<file path="config.mk">
export PLATFORM = sky130hd
export DESIGN_NAME = counter_unit
export DESIGN_NICKNAME = d
export VERILOG_FILES = /design/src/core/counter_unit_pkg.sv /design/src/core/counter_unit.sv
export VERILOG_INCLUDE_DIRS = /design/src /design/src/core
export SDC_FILE = /design/constraint.sdc
export NUM_CORES = 1
export LEC_CHECK = 0
export BUFFER_PORTS_ARGS = -buffer_cell sky130_fd_sc_hd__buf_2
export CAP_MARGIN = 20
export CORE_MARGIN = 10
export CORE_UTILIZATION = 40
export DETAILED_ROUTE_END_ITERATION = 10
export REMOVE_ABC_BUFFERS = 1
export SLEW_MARGIN = 30
export SYNTH_ARGS = -nofsm -noshare
export SYNTH_HDL_FRONTEND = slang
export SYNTH_SLANG_ARGS = --single-unit
</file>
<file path="constraint.sdc">
create_clock -name mclk -period 4.5 [get_ports mclk]
set_input_delay 0.9 -clock mclk [delete_from_list [all_inputs] [get_ports mclk]]
set_output_delay 0.9 -clock mclk [all_outputs]
set_load 0.02 [all_outputs]
</file>
<file path="src/core/counter_unit_map.svh">
// register indices, field positions, reset values and prescaler taps of the counter unit
`ifndef COUNTER_UNIT_MAP_SVH
`define COUNTER_UNIT_MAP_SVH
`define IDX_CTRL_A 4'h0
`define IDX_CTRL_B 4'h1
`define IDX_CNT_LO 4'h2
`define IDX_CNT_HI 4'h3
`define IDX_CMP_LO 4'h4
`define IDX_CMP_HI 4'h5
`define IDX_CAP_LO 4'h6
`define IDX_CAP_HI 4'h7
`define IDX_FLAGS 4'h8
`define IDX_PRE_RST 4'h9
`define CTRL_A_WGM_LO 1:0
`define CTRL_B_CS 2:0
`define CTRL_B_WGM_HI 4:3
`define FLAGS_OVF 0
`define PRE_RST_BIT 0
`define BYTE_ZERO 8'h00
`define WORD_ZERO 16'h0000
`define WORD_MAX 16'hFFFF
`define TOP_8BIT 16'h00FF
`define TOP_9BIT 16'h01FF
`define TOP_10BIT 16'h03FF
`define PRE_ZERO 10'h000
`define PRE_ONE 10'h001
`define PRE_MASK_8 10'h007
`define PRE_MASK_64 10'h03F
`define PRE_MASK_256 10'h0FF
`define PRE_MASK_1024 10'h3FF
`endif

</file>
<file path="src/core/counter_unit_pkg.sv">
// types shared by the counter unit
package counter_unit_pkg;
    typedef enum logic [2:0]
    {
        CS_STOP = 3'h0,
        CS_DIV1 = 3'h1,
        CS_DIV8 = 3'h2,
        CS_DIV64 = 3'h3,
        CS_DIV256 = 3'h4,
        CS_DIV1024 = 3'h5,
        CS_EXT_FALL = 3'h6,
        CS_EXT_RISE = 3'h7
    } clock_select_e;

    // direction as a two-state machine, gray along up -> down
    typedef enum logic
    {
        DIR_UP = 1'b0,
        DIR_DOWN = 1'b1
    } count_dir_e;

    typedef enum logic [1:0]
    {
        SEQ_NORMAL = 2'h0,
        SEQ_SINGLE = 2'h1,
        SEQ_DUAL = 2'h3,
        SEQ_CTC = 2'h2
    } sequence_e;

    // signals handed to the mode decoder and waveform logic
    typedef struct packed
    {
        logic [15:0] count_value;
        logic at_ceiling;
        logic at_floor;
        logic count_down;
        logic clear;
        logic tick;
    } counter_status_s;

    typedef struct packed
    {
        logic [3:0] addr;
        logic rd;
        logic wr;
        logic [7:0] wdata;
    } io_request_s;
endpackage

</file>
<file path="src/core/counter_unit.sv">
// sixteen bit up/down counter unit with shared high-byte holding register
`timescale 1ns/1ps
`include "counter_unit_map.svh"

// How it works
// - 16-bit up/down counter visible as a low byte and a high byte.
// - high-byte accesses, except compare high reads, reach the shared holding register, not the counter.
// - low-byte read copies the counter's upper byte into the holding register.
// - low-byte write loads holding register plus written byte into counter at once.
// - one holding register for all words, so interleaved accesses corrupt each other.
// - three-bit clock select in control B picks internal or external tick.
// - clock select zero stops the counter.
// - counter is readable and writable with or without ticks.
// - processor write beats clear, increment and decrement in the same cycle.
// - each tick clears, increments or decrements by one per mode.
// - four-bit waveform mode split between control A and control B.
// - ceiling flag at sequence maximum, floor flag at zero.
// - overflow flag set at a mode-dependent point, usable as interrupt source.
// - prescaler runs freely regardless of clock select, shared with another timer.
// - first prescaled count comes 1 to N+1 clocks after enable.
// - prescaler reset restarts the period for every connected timer.
// - counter, compare and capture share one holding register for upper bytes.
// - compare reads return both bytes directly, holding register untouched.
module counter_unit #(
    parameter int PRESCALE_BITS = 10
) (
    input wire logic mclk,
    input wire logic reset,
    input wire counter_unit_pkg::io_request_s io_req,
    output logic [7:0] io_rdata,
    input wire logic ext_clock_pin,
    input wire logic capture_strobe,
    input wire logic peer_prescaler_reset,
    output logic prescaler_reset_pulse,
    output logic [3:0] prescaled_ticks,
    output counter_unit_pkg::counter_status_s status,
    output logic overflow_flag,
    output logic [15:0] compare_value
);
    logic [7:0] ctrl_a_reg;
    logic [7:0] ctrl_b_reg;
    logic [15:0] count_reg;
    logic [15:0] count_next;
    logic [7:0] temp_reg;
    logic [7:0] temp_next;
    logic [15:0] compare_reg;
    logic [15:0] capture_reg;
    logic [PRESCALE_BITS-1:0] pre_reg;
    logic ext_prev_reg;
    logic ovf_reg;
    logic [7:0] rdata_reg;
    counter_unit_pkg::count_dir_e dir_reg;
    counter_unit_pkg::count_dir_e dir_next;

    // address decode
    wire sel_ctrl_a = io_req.addr == `IDX_CTRL_A;
    wire sel_ctrl_b = io_req.addr == `IDX_CTRL_B;
    wire sel_cnt_lo = io_req.addr == `IDX_CNT_LO;
    wire sel_cnt_hi = io_req.addr == `IDX_CNT_HI;
    wire sel_cmp_lo = io_req.addr == `IDX_CMP_LO;
    wire sel_cmp_hi = io_req.addr == `IDX_CMP_HI;
    wire sel_cap_lo = io_req.addr == `IDX_CAP_LO;
    wire sel_cap_hi = io_req.addr == `IDX_CAP_HI;
    wire sel_flags = io_req.addr == `IDX_FLAGS;
    wire sel_pre_rst = io_req.addr == `IDX_PRE_RST;
    wire wr_cnt_lo = io_req.wr && sel_cnt_lo;
    wire rd_cnt_lo = io_req.rd && sel_cnt_lo;
    wire wr_cap_lo = io_req.wr && sel_cap_lo;
    wire rd_cap_lo = io_req.rd && sel_cap_lo;
    wire wr_cmp_lo = io_req.wr && sel_cmp_lo;
    wire wr_any_hi = io_req.wr && (sel_cnt_hi || sel_cmp_hi || sel_cap_hi);

    // mode fields
    wire [3:0] waveform_mode_field = {ctrl_b_reg[`CTRL_B_WGM_HI], ctrl_a_reg[`CTRL_A_WGM_LO]};
    wire [2:0] clock_select_field = ctrl_b_reg[`CTRL_B_CS];
    wire top_from_capture = waveform_mode_field == 4'h8 || waveform_mode_field == 4'hA
        || waveform_mode_field == 4'hC || waveform_mode_field == 4'hE;

    // prescaler taps, free running and shared
    wire pre_restart = peer_prescaler_reset || prescaler_reset_pulse;
    wire tap_8 = (pre_reg & `PRE_MASK_8) == `PRE_MASK_8;
    wire tap_64 = (pre_reg & `PRE_MASK_64) == `PRE_MASK_64;
    wire tap_256 = (pre_reg & `PRE_MASK_256) == `PRE_MASK_256;
    wire tap_1024 = (pre_reg & `PRE_MASK_1024) == `PRE_MASK_1024;
    assign prescaled_ticks = {tap_1024, tap_256, tap_64, tap_8};
    assign prescaler_reset_pulse = io_req.wr && sel_pre_rst && io_req.wdata[`PRE_RST_BIT];

    // external source edges
    wire ext_rise = ext_clock_pin && !ext_prev_reg;
    wire ext_fall = !ext_clock_pin && ext_prev_reg;

    logic timer_tick;
    always_comb
    begin
        case (counter_unit_pkg::clock_select_e'(clock_select_field))
            counter_unit_pkg::CS_STOP: timer_tick = 1'b0;
            counter_unit_pkg::CS_DIV1: timer_tick = 1'b1;
            counter_unit_pkg::CS_DIV8: timer_tick = tap_8;
            counter_unit_pkg::CS_DIV64: timer_tick = tap_64;
            counter_unit_pkg::CS_DIV256: timer_tick = tap_256;
            counter_unit_pkg::CS_DIV1024: timer_tick = tap_1024;
            counter_unit_pkg::CS_EXT_FALL: timer_tick = ext_fall;
            counter_unit_pkg::CS_EXT_RISE: timer_tick = ext_rise;
            default: timer_tick = 1'b0;
        endcase
    end

    // ceiling value and sequence kind per mode
    logic [15:0] top_value;
    counter_unit_pkg::sequence_e seq_kind;
    always_comb
    begin
        case (waveform_mode_field)
            4'h1, 4'h5:
            begin
                top_value = `TOP_8BIT;
                seq_kind = (waveform_mode_field == 4'h1) ? counter_unit_pkg::SEQ_DUAL
                    : counter_unit_pkg::SEQ_SINGLE;
            end
            4'h2, 4'h6:
            begin
                top_value = `TOP_9BIT;
                seq_kind = (waveform_mode_field == 4'h2) ? counter_unit_pkg::SEQ_DUAL
                    : counter_unit_pkg::SEQ_SINGLE;
            end
            4'h3, 4'h7:
            begin
                top_value = `TOP_10BIT;
                seq_kind = (waveform_mode_field == 4'h3) ? counter_unit_pkg::SEQ_DUAL
                    : counter_unit_pkg::SEQ_SINGLE;
            end
            4'h4:
            begin
                top_value = compare_reg;
                seq_kind = counter_unit_pkg::SEQ_CTC;
            end
            4'h8, 4'hA:
            begin
                top_value = capture_reg;
                seq_kind = counter_unit_pkg::SEQ_DUAL;
            end
            4'h9, 4'hB:
            begin
                top_value = compare_reg;
                seq_kind = counter_unit_pkg::SEQ_DUAL;
            end
            4'hC:
            begin
                top_value = capture_reg;
                seq_kind = counter_unit_pkg::SEQ_CTC;
            end
            4'hE:
            begin
                top_value = capture_reg;
                seq_kind = counter_unit_pkg::SEQ_SINGLE;
            end
            4'hF:
            begin
                top_value = compare_reg;
                seq_kind = counter_unit_pkg::SEQ_SINGLE;
            end
            default:
            begin
                top_value = `WORD_MAX;
                seq_kind = counter_unit_pkg::SEQ_NORMAL;
            end
        endcase
    end

    wire at_top = count_reg == top_value;
    wire at_count_floor = count_reg == `WORD_ZERO;
    wire dual = seq_kind == counter_unit_pkg::SEQ_DUAL;
    wire going_down = dir_reg == counter_unit_pkg::DIR_DOWN;
    wire clear_now = timer_tick && !dual && seq_kind != counter_unit_pkg::SEQ_NORMAL && at_top;
    wire turn_down = dual && !going_down && at_top;
    wire turn_up = dual && going_down && at_count_floor;
    wire step_down = dual && (going_down ? !turn_up : turn_down);

    // overflow point depends on the sequence
    wire ovf_event = timer_tick && !wr_cnt_lo && (dual ? (at_count_floor && going_down)
        : (seq_kind == counter_unit_pkg::SEQ_SINGLE ? at_top : count_reg == `WORD_MAX));
    wire ovf_clear = io_req.wr && sel_flags && io_req.wdata[`FLAGS_OVF];

    always_comb
    begin
        count_next = count_reg;
        dir_next = dir_reg;
        if (wr_cnt_lo)
        begin
            count_next = {temp_reg, io_req.wdata};
        end
        else if (timer_tick)
        begin
            if (clear_now)
            begin
                count_next = `WORD_ZERO;
            end
            else if (step_down)
            begin
                count_next = count_reg - 16'h0001;
            end
            else
            begin
                count_next = count_reg + 16'h0001;
            end
            if (turn_down)
            begin
                dir_next = counter_unit_pkg::DIR_DOWN;
            end
            else if (turn_up || !dual)
            begin
                dir_next = counter_unit_pkg::DIR_UP;
            end
        end
    end

    // holding register, shared by all words
    always_comb
    begin
        temp_next = temp_reg;
        if (wr_any_hi)
        begin
            temp_next = io_req.wdata;
        end
        else if (rd_cnt_lo)
        begin
            temp_next = count_reg[15:8];
        end
        else if (rd_cap_lo)
        begin
            temp_next = capture_reg[15:8];
        end
    end

    logic [7:0] rdata_next;
    always_comb
    begin
        case (io_req.addr)
            `IDX_CTRL_A: rdata_next = ctrl_a_reg;
            `IDX_CTRL_B: rdata_next = ctrl_b_reg;
            `IDX_CNT_LO: rdata_next = count_reg[7:0];
            `IDX_CNT_HI, `IDX_CAP_HI: rdata_next = temp_reg;
            `IDX_CMP_LO: rdata_next = compare_reg[7:0];
            `IDX_CMP_HI: rdata_next = compare_reg[15:8];
            `IDX_CAP_LO: rdata_next = capture_reg[7:0];
            `IDX_FLAGS: rdata_next = {7'h00, ovf_reg};
            default: rdata_next = `BYTE_ZERO;
        endcase
    end

    always_ff @(posedge mclk or posedge reset)
    begin
        if (reset)
        begin
            pre_reg <= '0;
        end
        else
        begin
            pre_reg <= pre_restart ? '0 : pre_reg + 1'b1;
        end
    end

    always_ff @(posedge mclk or posedge reset)
    begin
        if (reset)
        begin
            count_reg <= `WORD_ZERO;
            dir_reg <= counter_unit_pkg::DIR_UP;
            temp_reg <= `BYTE_ZERO;
            ext_prev_reg <= 1'b0;
        end
        else
        begin
            count_reg <= count_next;
            dir_reg <= dir_next;
            temp_reg <= temp_next;
            ext_prev_reg <= ext_clock_pin;
        end
    end

    always_ff @(posedge mclk or posedge reset)
    begin
        if (reset)
        begin
            ctrl_a_reg <= `BYTE_ZERO;
            ctrl_b_reg <= `BYTE_ZERO;
        end
        else if (io_req.wr && sel_ctrl_a)
        begin
            ctrl_a_reg <= io_req.wdata;
        end
        else if (io_req.wr && sel_ctrl_b)
        begin
            ctrl_b_reg <= io_req.wdata;
        end
    end

    always_ff @(posedge mclk or posedge reset)
    begin
        if (reset)
        begin
            compare_reg <= `WORD_ZERO;
            capture_reg <= `WORD_ZERO;
        end
        else
        begin
            if (wr_cmp_lo)
            begin
                compare_reg <= {temp_reg, io_req.wdata};
            end
            if (wr_cap_lo && top_from_capture)
            begin
                capture_reg <= {temp_reg, io_req.wdata};
            end
            else if (capture_strobe && !top_from_capture)
            begin
                capture_reg <= count_reg;
            end
        end
    end

    always_ff @(posedge mclk or posedge reset)
    begin
        if (reset)
        begin
            ovf_reg <= 1'b0;
            rdata_reg <= `BYTE_ZERO;
        end
        else
        begin
            ovf_reg <= ovf_event || (ovf_reg && !ovf_clear);
            rdata_reg <= io_req.rd ? rdata_next : rdata_reg;
        end
    end

    assign io_rdata = rdata_reg;
    assign overflow_flag = ovf_reg;
    assign compare_value = compare_reg;
    assign status.count_value = count_reg;
    assign status.at_ceiling = at_top;
    assign status.at_floor = at_count_floor;
    assign status.count_down = going_down;
    assign status.clear = clear_now;
    assign status.tick = timer_tick;
endmodule // counter_unit

</file>
# Word-level counts from Yosys, hierarchy flattened

Cells that the tools add are included.

Bits in registers: 93

$add $sub $neg: 3
Eq/ne operators: 38
Muxes and demuxes: 22
Bitwise gates (word level): 2
Reduce and logical (&&, ||, !) cells: 63

Operators by type and width:

| operator                                             | count |
|---|---|
| two-way mux 16 bit                                   | 6 |
| case mux 16 bit (5 select lines)                     | 1 |
| case mux 8 bit (8 select lines)                      | 1 |
| equality test 4 bit (second input constant)          | 9 |
| equality test 4 x 3 -> 1 bit (second input constant) | 8 |
| logical AND 1 bit                                    | 28 |
| two-way mux 8 bit                                    | 3 |
| adder 16 x 1 -> 16 bit (second input constant)       | 1 |
| equality test 16 bit                                 | 1 |
| equality test 16 bit (second input constant)         | 1 |
| equality test 4 x 2 -> 1 bit (second input constant) | 4 |
| zero test 16 bit                                     | 1 |
| subtractor 16 x 1 -> 16 bit (second input constant)  | 1 |
| equality test 3 bit (second input constant)          | 5 |
| case mux 2 bit (6 select lines)                      | 1 |
| OR reduction 2 bit                                   | 6 |
| OR reduction 4 bit                                   | 3 |
| adder 10 x 1 -> 10 bit (second input constant)       | 1 |
| equality test 10 bit (second input constant)         | 1 |
| two-way mux 10 bit                                   | 1 |
| equality test 4 x 1 -> 1 bit (second input constant) | 2 |
| equality test 8 bit (second input constant)          | 1 |
| zero test 1 bit                                      | 8 |
| logical OR 1 bit                                     | 8 |
| other kinds (15)                                     | 26 |

# Longest topological paths before layout

Gate-level depths: netlist of the first run.

Word-level depth: 13
Mapped depth: 19
Gate-level depth less buffers: 17

# Worst setup path before layout of the first run

No wires, ideal clock.

Path type: register to register
Start point: register ctrl_b_reg[4]
End point: register count_reg[15]
Setup time: 0.120 ns
Arrival time: 4.500 ns
Data required time: 4.380 ns
Path slack: -0.120 ns
Stages on the path, launching flop included: 20
Path buffers: 2
Clock period less this slack: 4.620 ns
Cells stage by stage: dfrtp_1 -> buf_2 -> nand2b_1 -> buf_2 -> o211a_2 -> a2111oi_0 -> o2111ai_1 -> nor3_1 -> a31oi_1 -> nor2_1 -> ha_1 -> a21o_1 -> a21o_1 -> a21oi_1 -> o211ai_1 -> a41oi_1 -> o2111a_1 -> o221ai_2 -> o211ai_2 -> nor2_1

Word-level cells in the longest chain between the ends: 13
Elaborated cells on any way between the ends: 45

RTL lines:

| item                                                 | line                | RTL |
|---|---|---|
| start, declared                                      | counter_unit.sv:41  | `logic [7:0] ctrl_b_reg;` |
| start signal, assigned                               | counter_unit.sv:286 | `` ctrl_b_reg <= `BYTE_ZERO; `` |
| start signal, assigned                               | counter_unit.sv:294 | `ctrl_b_reg <= io_req.wdata;` |
| equality test 4 bit (tied with other cells)          | counter_unit.sv:113 | `case (waveform_mode_field)` |
| OR reduction 4 bit (no line) (tied with other cells) | n/a                 |  |
| case mux 2 bit (6 select lines)                      | counter_unit.sv:113 |  |
| equality test 2 bit                                  | counter_unit.sv:172 | `wire dual = seq_kind == counter_unit_pkg::SEQ_DUAL;` |
| logical AND 1 bit (2 in series)                      | counter_unit.sv:176 | `wire turn_up = dual && going_down && at_count_floor;` |
| zero test 1 bit                                      | counter_unit.sv:177 | `wire step_down = dual && (going_down ? !turn_up : turn_down);` |
| two-way mux 1 bit                                    | counter_unit.sv:177 |  |
| logical AND 1 bit                                    | counter_unit.sv:177 |  |
| two-way mux 16 bit                                   | counter_unit.sv:198 | `else if (step_down)` |
| two-way mux 16 bit (*)                               | counter_unit.sv:194 | `if (clear_now)` |
| two-way mux 16 bit (*)                               | counter_unit.sv:192 | `else if (timer_tick)` |
| two-way mux 16 bit (*)                               | counter_unit.sv:188 | `if (wr_cnt_lo)` |
| end signal, assigned                                 | counter_unit.sv:267 | `` count_reg <= `WORD_ZERO; `` |
| end signal, assigned                                 | counter_unit.sv:274 | `count_reg <= count_next;` |
| end, declared                                        | counter_unit.sv:42  | `logic [15:0] count_reg;` |

Mark *: on every way between the ends. The rest lies on a longest branch, timed or not. The select of a mux whose other input is x is not followed.
A chain may end at the register's enable or synchronous reset.

# Worst setup path after layout of the first run

Start point: register ctrl_b_reg[4]
End point: register count_reg[14]

The elaborated chain is that of the path after synthesis.

==> impl_metrics.json, run 1 <==
{
  "number_of_global_route_vias_before_repair": 5788,
  "mappedNetlistArea_mm2": 0.00594,
  "power_dens_cells_mw_per_mm2": 553,
  "synth-edff-count": 0,
  "layout.cells.most_common": "dfrtp_1",
  "fraction_of_the_core_area_covered_by_cells_at_the_end_of_the_flow_pct": 49.8,
  "post_synth_inst_count": 651,
  "min_period_over_period_pct": 94.9,
  "worstHoldPathType": "in2async",
  "synthesis.yosys.warnings": 0,
  "seq_area_mm2": 0.00233,
  "logic_depth_of_the_worst_path_buffers_included": 20,
  "power.ir.vdd_worst_mv": 0.232,
  "critPathArrivalTime_ns": 4.49,
  "cp-endpoint": "count_reg[14]",
  "period_minus_slack_ns": 4.27,
  "synth.ff_latch_count": 93,
  "avgSynthCellArea_um2": 9.13,
  "die_w_um": 142,
  "run_status": "completed",
  "clk_sink_count": 93,
  "n_antenna_cell": 0,
  "grt_max_degree": 51,
  "fin_max_slew_vios": 0,
  "critPathMostFrequentCell": "buf_4",
  "synth.yosys.seq_area_share_pct": 39.1,
  "number_of_antenna_violations_at_the_first_check_in_global_routing": 0,
  "max_slew.worst_pin.slew_ns": 0.877,
  "clock_transition_time_at_the_flip_flop_clock_pins_of_the_worst_setup_and_hold_paths_ns": 0.07,
  "globalRouteTotalUtil_pct": 21.9,
  "cp_top_family": "compound AO/OA/AOI/OAI gates",
  "vias_after_detailed_routing": 5761,
  "drt-total-wl_um": 22000,
  "die_h_um": 142,
  "drc": 0,
  "setup.worst_path.start_class": "flip-flop",
  "drt-vias-per-instance": 6.10,
  "placement_rows": 44,
  "worst_endpoint_required_time_ns": 4.72,
  "layoutNonFillerInstCount": 944,
  "post_detailed_route_count_of_antenna_violating_nets": 0,
  "worst_skew_pair.late_latency_ns": 0.36,
  "finalSetupTns_ns": 0,
  "worst_r2r_startpoint": "ctrl_b_reg[4]",
  "r2r_end": "count_reg[14]",
  "worstPathMaxFanout": 9,
  "detailedPlacementHpwl_um": 16500,
  "worst-r2r-cell-count": 20,
  "dieArea_mm2": 0.0201,
  "cts-root-to-sink-buffers": 2,
  "layout.cells.most_common_list": "92 x dfrtp_1, 87 x nand2_1, 69 x buf_2",
  "setup_slack_ns": 0.229,
  "critical_path.cell_chain": "buf_4 -> or4_4 -> o21ai_1 -> nor4_1 -> o2111ai_1 -> nor3_2 -> a31oi_2 -> nor2_1 -> buf_4 -> buf_4 -> fa_1 -> a21oi_1 -> o21bai_1 -> a21oi_2 -> o21ai_1 -> a311oi_2 -> o21bai_1 -> a21oi_1 -> xor2_1 -> o221ai_2",
  "first_pass_iteration_count_of_the_detailed_router": 7,
  "final_layout_size_suffix_gt1_share_pct": 28.8,
  "timing.critical_path.slowest_stage_cell": "or4_4",
  "slowest_delay_ns": 0.55,
  "syn2layout_area_growth_pct": 21.6,
  "global_placement_routability_congestion": 0.971,
  "design.final.nets": 791,
  "power.static_leakage_uw": 0.00337,
  "post_synth_num_cell_types": 71,
  "wire_length_of_the_first_global_routing_pass_um": 34200,
  "area_of_the_multi_input_gates_mm2": 0.00338,
  "timing_worst_setup_path_type": "reg2reg",
  "grt.overflow.total": 0,
  "detailedRoute.firstIterationViolations": 543,
  "yosys_most_used_dff": "dfrtp_1",
  "clock_tree.root_cell": "clkbuf_16",
  "postSynth.asyncResetShare_pct": 100,
  "fill_cells": 1414,
  "report.power.total_uw": 4000,
  "cts-buffers-inserted": 9,
  "port-buffer-count": 69,
  "timing.clock.skew_ns": 0.0114,
  "maxClockFrequency_ghz": 0.234,
  "critical_path.n_buffers_inverters": 3,
  "routed_length_per_instance_um": 23.3,
  "design.portCount": 70,
  "final_hold_viol_count": 0,
  "worstSetupEndpointType": "flip-flop",
  "maxSlewHeadroom_pct": 41.5,
  "dp_worst_setup_slack_ns": 0.0318,
  "start_util_pct": 40.9,
  "setup.reg_to_reg.worst_slack_ns": 0.23,
  "setup_viol_count_final": 0,
  "critical_path_origin": "ctrl_b_reg[4]",
  "core_mm2": 0.0145,
  "cts_htree_levels": 3,
  "max_cap_violations": 0,
  "placedCellCount": 924,
  "tritoncts": "done"
}
-- worst min-delay path by stage --
| stage | from | endpoint | depth (start not counted) |
|---|---|---|---|
| floorplan | pre_reg[0] | pre_reg[0] | 1 |
| global placement | pre_reg[0] | pre_reg[0] | 1 |
| detailed placement | pre_reg[0] | pre_reg[0] | 1 |
| CTS | reset | ctrl_b_reg[1] | 2 |
| global route | reset | ctrl_b_reg[3] | 2 |
| finish | reset | io_rdata[0] | 2 |
-- power by group --
part           internal [µW]  switching [µW]
clock                    489             351
combinational            733            1050
sequential              1060             321
total                   2280            1720
-- worst reg2reg max path, cell delays in order (launching register included) --
cell       delay, ns
dfrtp_2         0.45
buf_4           0.18
or4_4           0.56
o21ai_1         0.13
nor4_1          0.07
o2111ai_1       0.29
nor3_2          0.09
a31oi_2         0.22
nor2_1          0.07
buf_4           0.17
buf_4           0.14
fa_1            0.38
a21oi_1         0.15
o21bai_1        0.11
a21oi_2         0.18
o21ai_1         0.13
a311oi_2        0.24
o21bai_1        0.11
a21oi_1         0.18
xor2_1          0.19
o221ai_2        0.11
-- cell usage after synthesis, drive strengths merged, types with 5 or more instances --
library cell,count,area [µm²]
a21o,7,52.6
a21oi,22,110
a22o,5,43.8
a22oi,39,293
and3,5,31.3
buf,17,113
clkbuf,25,93.8
dfrtp,93,2330
ha,16,200
inv,32,120
mux2,33,372
mux2i,9,90.1
nand2,88,333
nand2b,5,31.3
nand3,12,60.1
nand4,6,37.5
nor2,41,154
nor2b,8,50.1
nor3,12,60.1
nor4,9,71.3
o211ai,9,72.6
o21a,6,52.6
o21ai,41,205
o221ai,10,131
o22ai,14,87.6
xnor2,17,149
xor2,10,87.6
-- kinds of logic after synthesis --
kind of cell / synth area share, %
and+or+nand+nor: 15.9
AOI/OAI and AO/OA: 24.0
DFF: 39.1
buffers and inverters: 5.49
muxes: 7.77
xor gates and xnor gates: 3.98
adders and majority gates: 3.70
-- final cells by class --
class / instances / area share, %
flip-flops and latches: 93 / 32.2
clock buffers: 9 / 3.11
multi-input cells: 484 / 46.8
well taps: 184 / 3.18
repair buffers: 135 / 11.7
clock inverters: 7 / 1.32
inverters: 32 / 1.68
-- layer usage --
metal	wire length (µm)	share of wire [%]	track usage, %	vias up
li1	-	-	-	2611
met1	9570	44	29.2	2842
met5	0	0	0	-
met2	9910	45	33.7	261
met4	698	3.2	9.63	0
met3	1780	8.1	4.51	47
-- metrics by stage --
step / hold WS [ns] / cell area, µm²
floorplan: 0.448 / 5740
global placement: 0.470 / 6780
finish: 0.392 / 7230
detailed placement: 0.473 / 6780
global route: 0.394 / 7230
CTS: 0.387 / 7110
-- timing repair --
item,in CTS,in global routing
endpoints found under the hold margin,0,0
resized for setup,1,23
pin swaps,1,8
endpoints found under the setup margin,1,7
buffers inserted,0,4
hold buffers,0,0
Note: power is estimated with default switching activity, not from simulation.
==> run 2: changes to the inputs <==
--- a/config.mk
+++ b/config.mk
@@ -8,11 +8,13 @@
 export LEC_CHECK = 0
 export BUFFER_PORTS_ARGS = -buffer_cell sky130_fd_sc_hd__buf_2
 export CAP_MARGIN = 20
+export CORE_ASPECT_RATIO = 0.8
 export CORE_MARGIN = 10
 export CORE_UTILIZATION = 40
 export DETAILED_ROUTE_END_ITERATION = 10
+export PLACE_DENSITY = 0.6
 export REMOVE_ABC_BUFFERS = 1
-export SLEW_MARGIN = 30
+export SLEW_MARGIN = 20
 export SYNTH_ARGS = -nofsm -noshare
 export SYNTH_HDL_FRONTEND = slang
 export SYNTH_SLANG_ARGS = --single-unit
==> run 2 against run 1 <==
Total power grew 0.24%. Count of clock-buffer cells in the layout is the same. Wire length grew 1.6%. Clock skew shrank 0.0018 ns. First-iteration DRC count up 35%. Sequential power up 4%. Critical path depth down 10. Sequential cell count stayed put. Non-clock buffer count shrank 13. Final cell count is 1.3% lower. Clock power fell by 2%. Worst setup slack got worse by 0.025 ns.
==> impl_metrics.json, run 2 (synthesis results as in run 1) <==
{
  "start_util_pct": 41.2,
  "drt-vias-per-instance": 6.17,
  "final_hold_viol_count": 0,
  "max_cap_violations": 0,
  "maxClockFrequency_ghz": 0.233,
  "seq_area_mm2": 0.00233,
  "final_layout_size_suffix_gt1_share_pct": 27.7,
  "design.portCount": 70,
  "power.ir.vdd_worst_mv": 0.367,
  "cts-buffers-inserted": 9,
  "grt_max_degree": 60,
  "wire_length_of_the_first_global_routing_pass_um": 33800,
  "layout.cells.most_common": "dfrtp_1",
  "first_pass_iteration_count_of_the_detailed_router": 6,
  "critPathArrivalTime_ns": 3.40,
  "placement_rows": 39,
  "clock_tree.root_cell": "clkbuf_16",
  "setup.worst_path.start_class": "flip-flop",
  "cts_hold_repair.buffers": 0,
  "routed_length_per_instance_um": 23.9,
  "die_h_um": 129,
  "port-buffer-count": 69,
  "cts-root-to-sink-buffers": 2,
  "worst_endpoint_required_time_ns": 3.60,
  "clock_transition_time_at_the_flip_flop_clock_pins_of_the_worst_setup_and_hold_paths_ns": 0.07,
  "dp_worst_setup_slack_ns": 0.0298,
  "setup_slack_ns": 0.204,
  "grt.overflow.total": 0,
  "worstSetupEndpointType": "output pin",
  "number_of_global_route_vias_before_repair": 5588,
  "post_detailed_route_count_of_antenna_violating_nets": 0,
  "globalRouteTotalUtil_pct": 21.8,
  "fin_max_slew_vios": 0,
  "timing.clock.skew_ns": 0.00968,
  "vias_after_detailed_routing": 5750,
  "cts_htree_levels": 3,
  "worstHoldPathType": "reg2reg",
  "syn2layout_area_growth_pct": 19.7,
  "global_placement_routability_congestion": 0.986,
  "setup.reg_to_reg.worst_slack_ns": 0.22,
  "dieArea_mm2": 0.0202,
  "tritoncts": "done",
  "core_mm2": 0.0144,
  "maxSlewHeadroom_pct": 44.2,
  "power_dens_cells_mw_per_mm2": 564,
  "die_w_um": 156,
  "drt-total-wl_um": 22300,
  "power.static_leakage_uw": 0.00329,
  "detailedPlacementHpwl_um": 16600,
  "number_of_antenna_violations_at_the_first_check_in_global_routing": 1,
  "max_slew.worst_pin.slew_ns": 0.836,
  "clk_sink_count": 93,
  "design.final.nets": 778,
  "layout.cells.most_common_list": "92 x dfrtp_1, 85 x nand2_1, 69 x buf_2",
  "period_minus_slack_ns": 4.30,
  "rsz0062_at_grt": "yes",
  "detailedRoute.firstIterationViolations": 735,
  "min_period_over_period_pct": 95.5,
  "setup_viol_count_final": 0,
  "drc": 0,
  "area_of_the_multi_input_gates_mm2": 0.00337,
  "timing_worst_setup_path_type": "reg2out",
  "worstPathMaxFanout": 19,
  "worst_skew_pair.late_latency_ns": 0.36,
  "run_status": "completed",
  "fill_cells": 1404,
  "hold_ws_ns": 0.488
}
## run 2: cell count changes in the layout (fill, tap and decap cells not counted), sizes merged
cell	change
inv	+3
clkinv	-1
buf	-13
diode	+1
bufinv	-1
clkinvlp	-1
## run 2: path summary, 6_finish.rpt
check	start	cells after the start	endpoint
setup / recovery	ctrl_a_reg[0]	10	status[1]
hold / removal	pre_reg[0]	1	pre_reg[0]
setup reg to reg	ctrl_a_reg[0]	21	count_reg[12]
hold reg to reg	pre_reg[0]	1	pre_reg[0]
max in group asynchronous	reset	3	capture_reg[13]
min in group asynchronous	reset	2	compare_value[5]
## run 2: per-layer routing
| layer | vias up | part of all wire (%) | GRT usage [%] |
|---|---|---|---|
| li1 | 2582 | - | - |
| met1 | 2819 | 45 | 30.6 |
| met2 | 301 | 43 | 31.8 |
| met3 | 48 | 10 | 7.08 |
| met4 | 0 | 2.1 | 5.26 |
| met5 | - | 0 | 0 |
## run 2: stage by stage
stage	std cells	TNS (ns)	area (µm²)	total power, µW	utilization (%)
floorplan	609	-0.797	5740	2290	-
global placement	913	0	6700	3080	46.4
detailed placement	913	0	6700	3090	46.4
CTS	930	0	7020	3920	48.6
global route	931	-0.0449	7110	4220	49.2
finish	932	0	7110	4010	49.3
## run 2: critical path, cell delays in order (launching register included)
cell	delay, ns
dfrtp_1	0.39
buf_4	0.16
buf_4	0.19
or3_4	0.40
nand2_2	0.12
a21oi_1	0.10
xnor2_1	0.17
or4_1	0.60
nor4_4	0.50
and3_1	0.23
buf_2	0.16
## run 2: timing repair
action,4_1_cts,5_1_grt
endpoints found under the hold margin,0,0
resized for setup,1,20
setup buffers,1,1
pin swaps,1,11
setup endpoints to repair,1,7
## run 2: area by class of cell
type                    instances  share of cell area, %
clock inverters                 7                   1.27
diodes                          1                 0.0352
well taps                     184                   3.24
multi-input cells             484                   47.4
repair buffers                122                   10.4
flip-flops and latches         93                   32.7
inverters                      32                   1.72
clock buffers                   9                   3.17
## run 2: report_power, final
part	leakage [µW]	switching, µW	total (µW)	internal, µW
Combinational	0.00193	1040	1760	710
Clock	0.000156	376	823	447
Sequential	0.00121	377	1430	1050
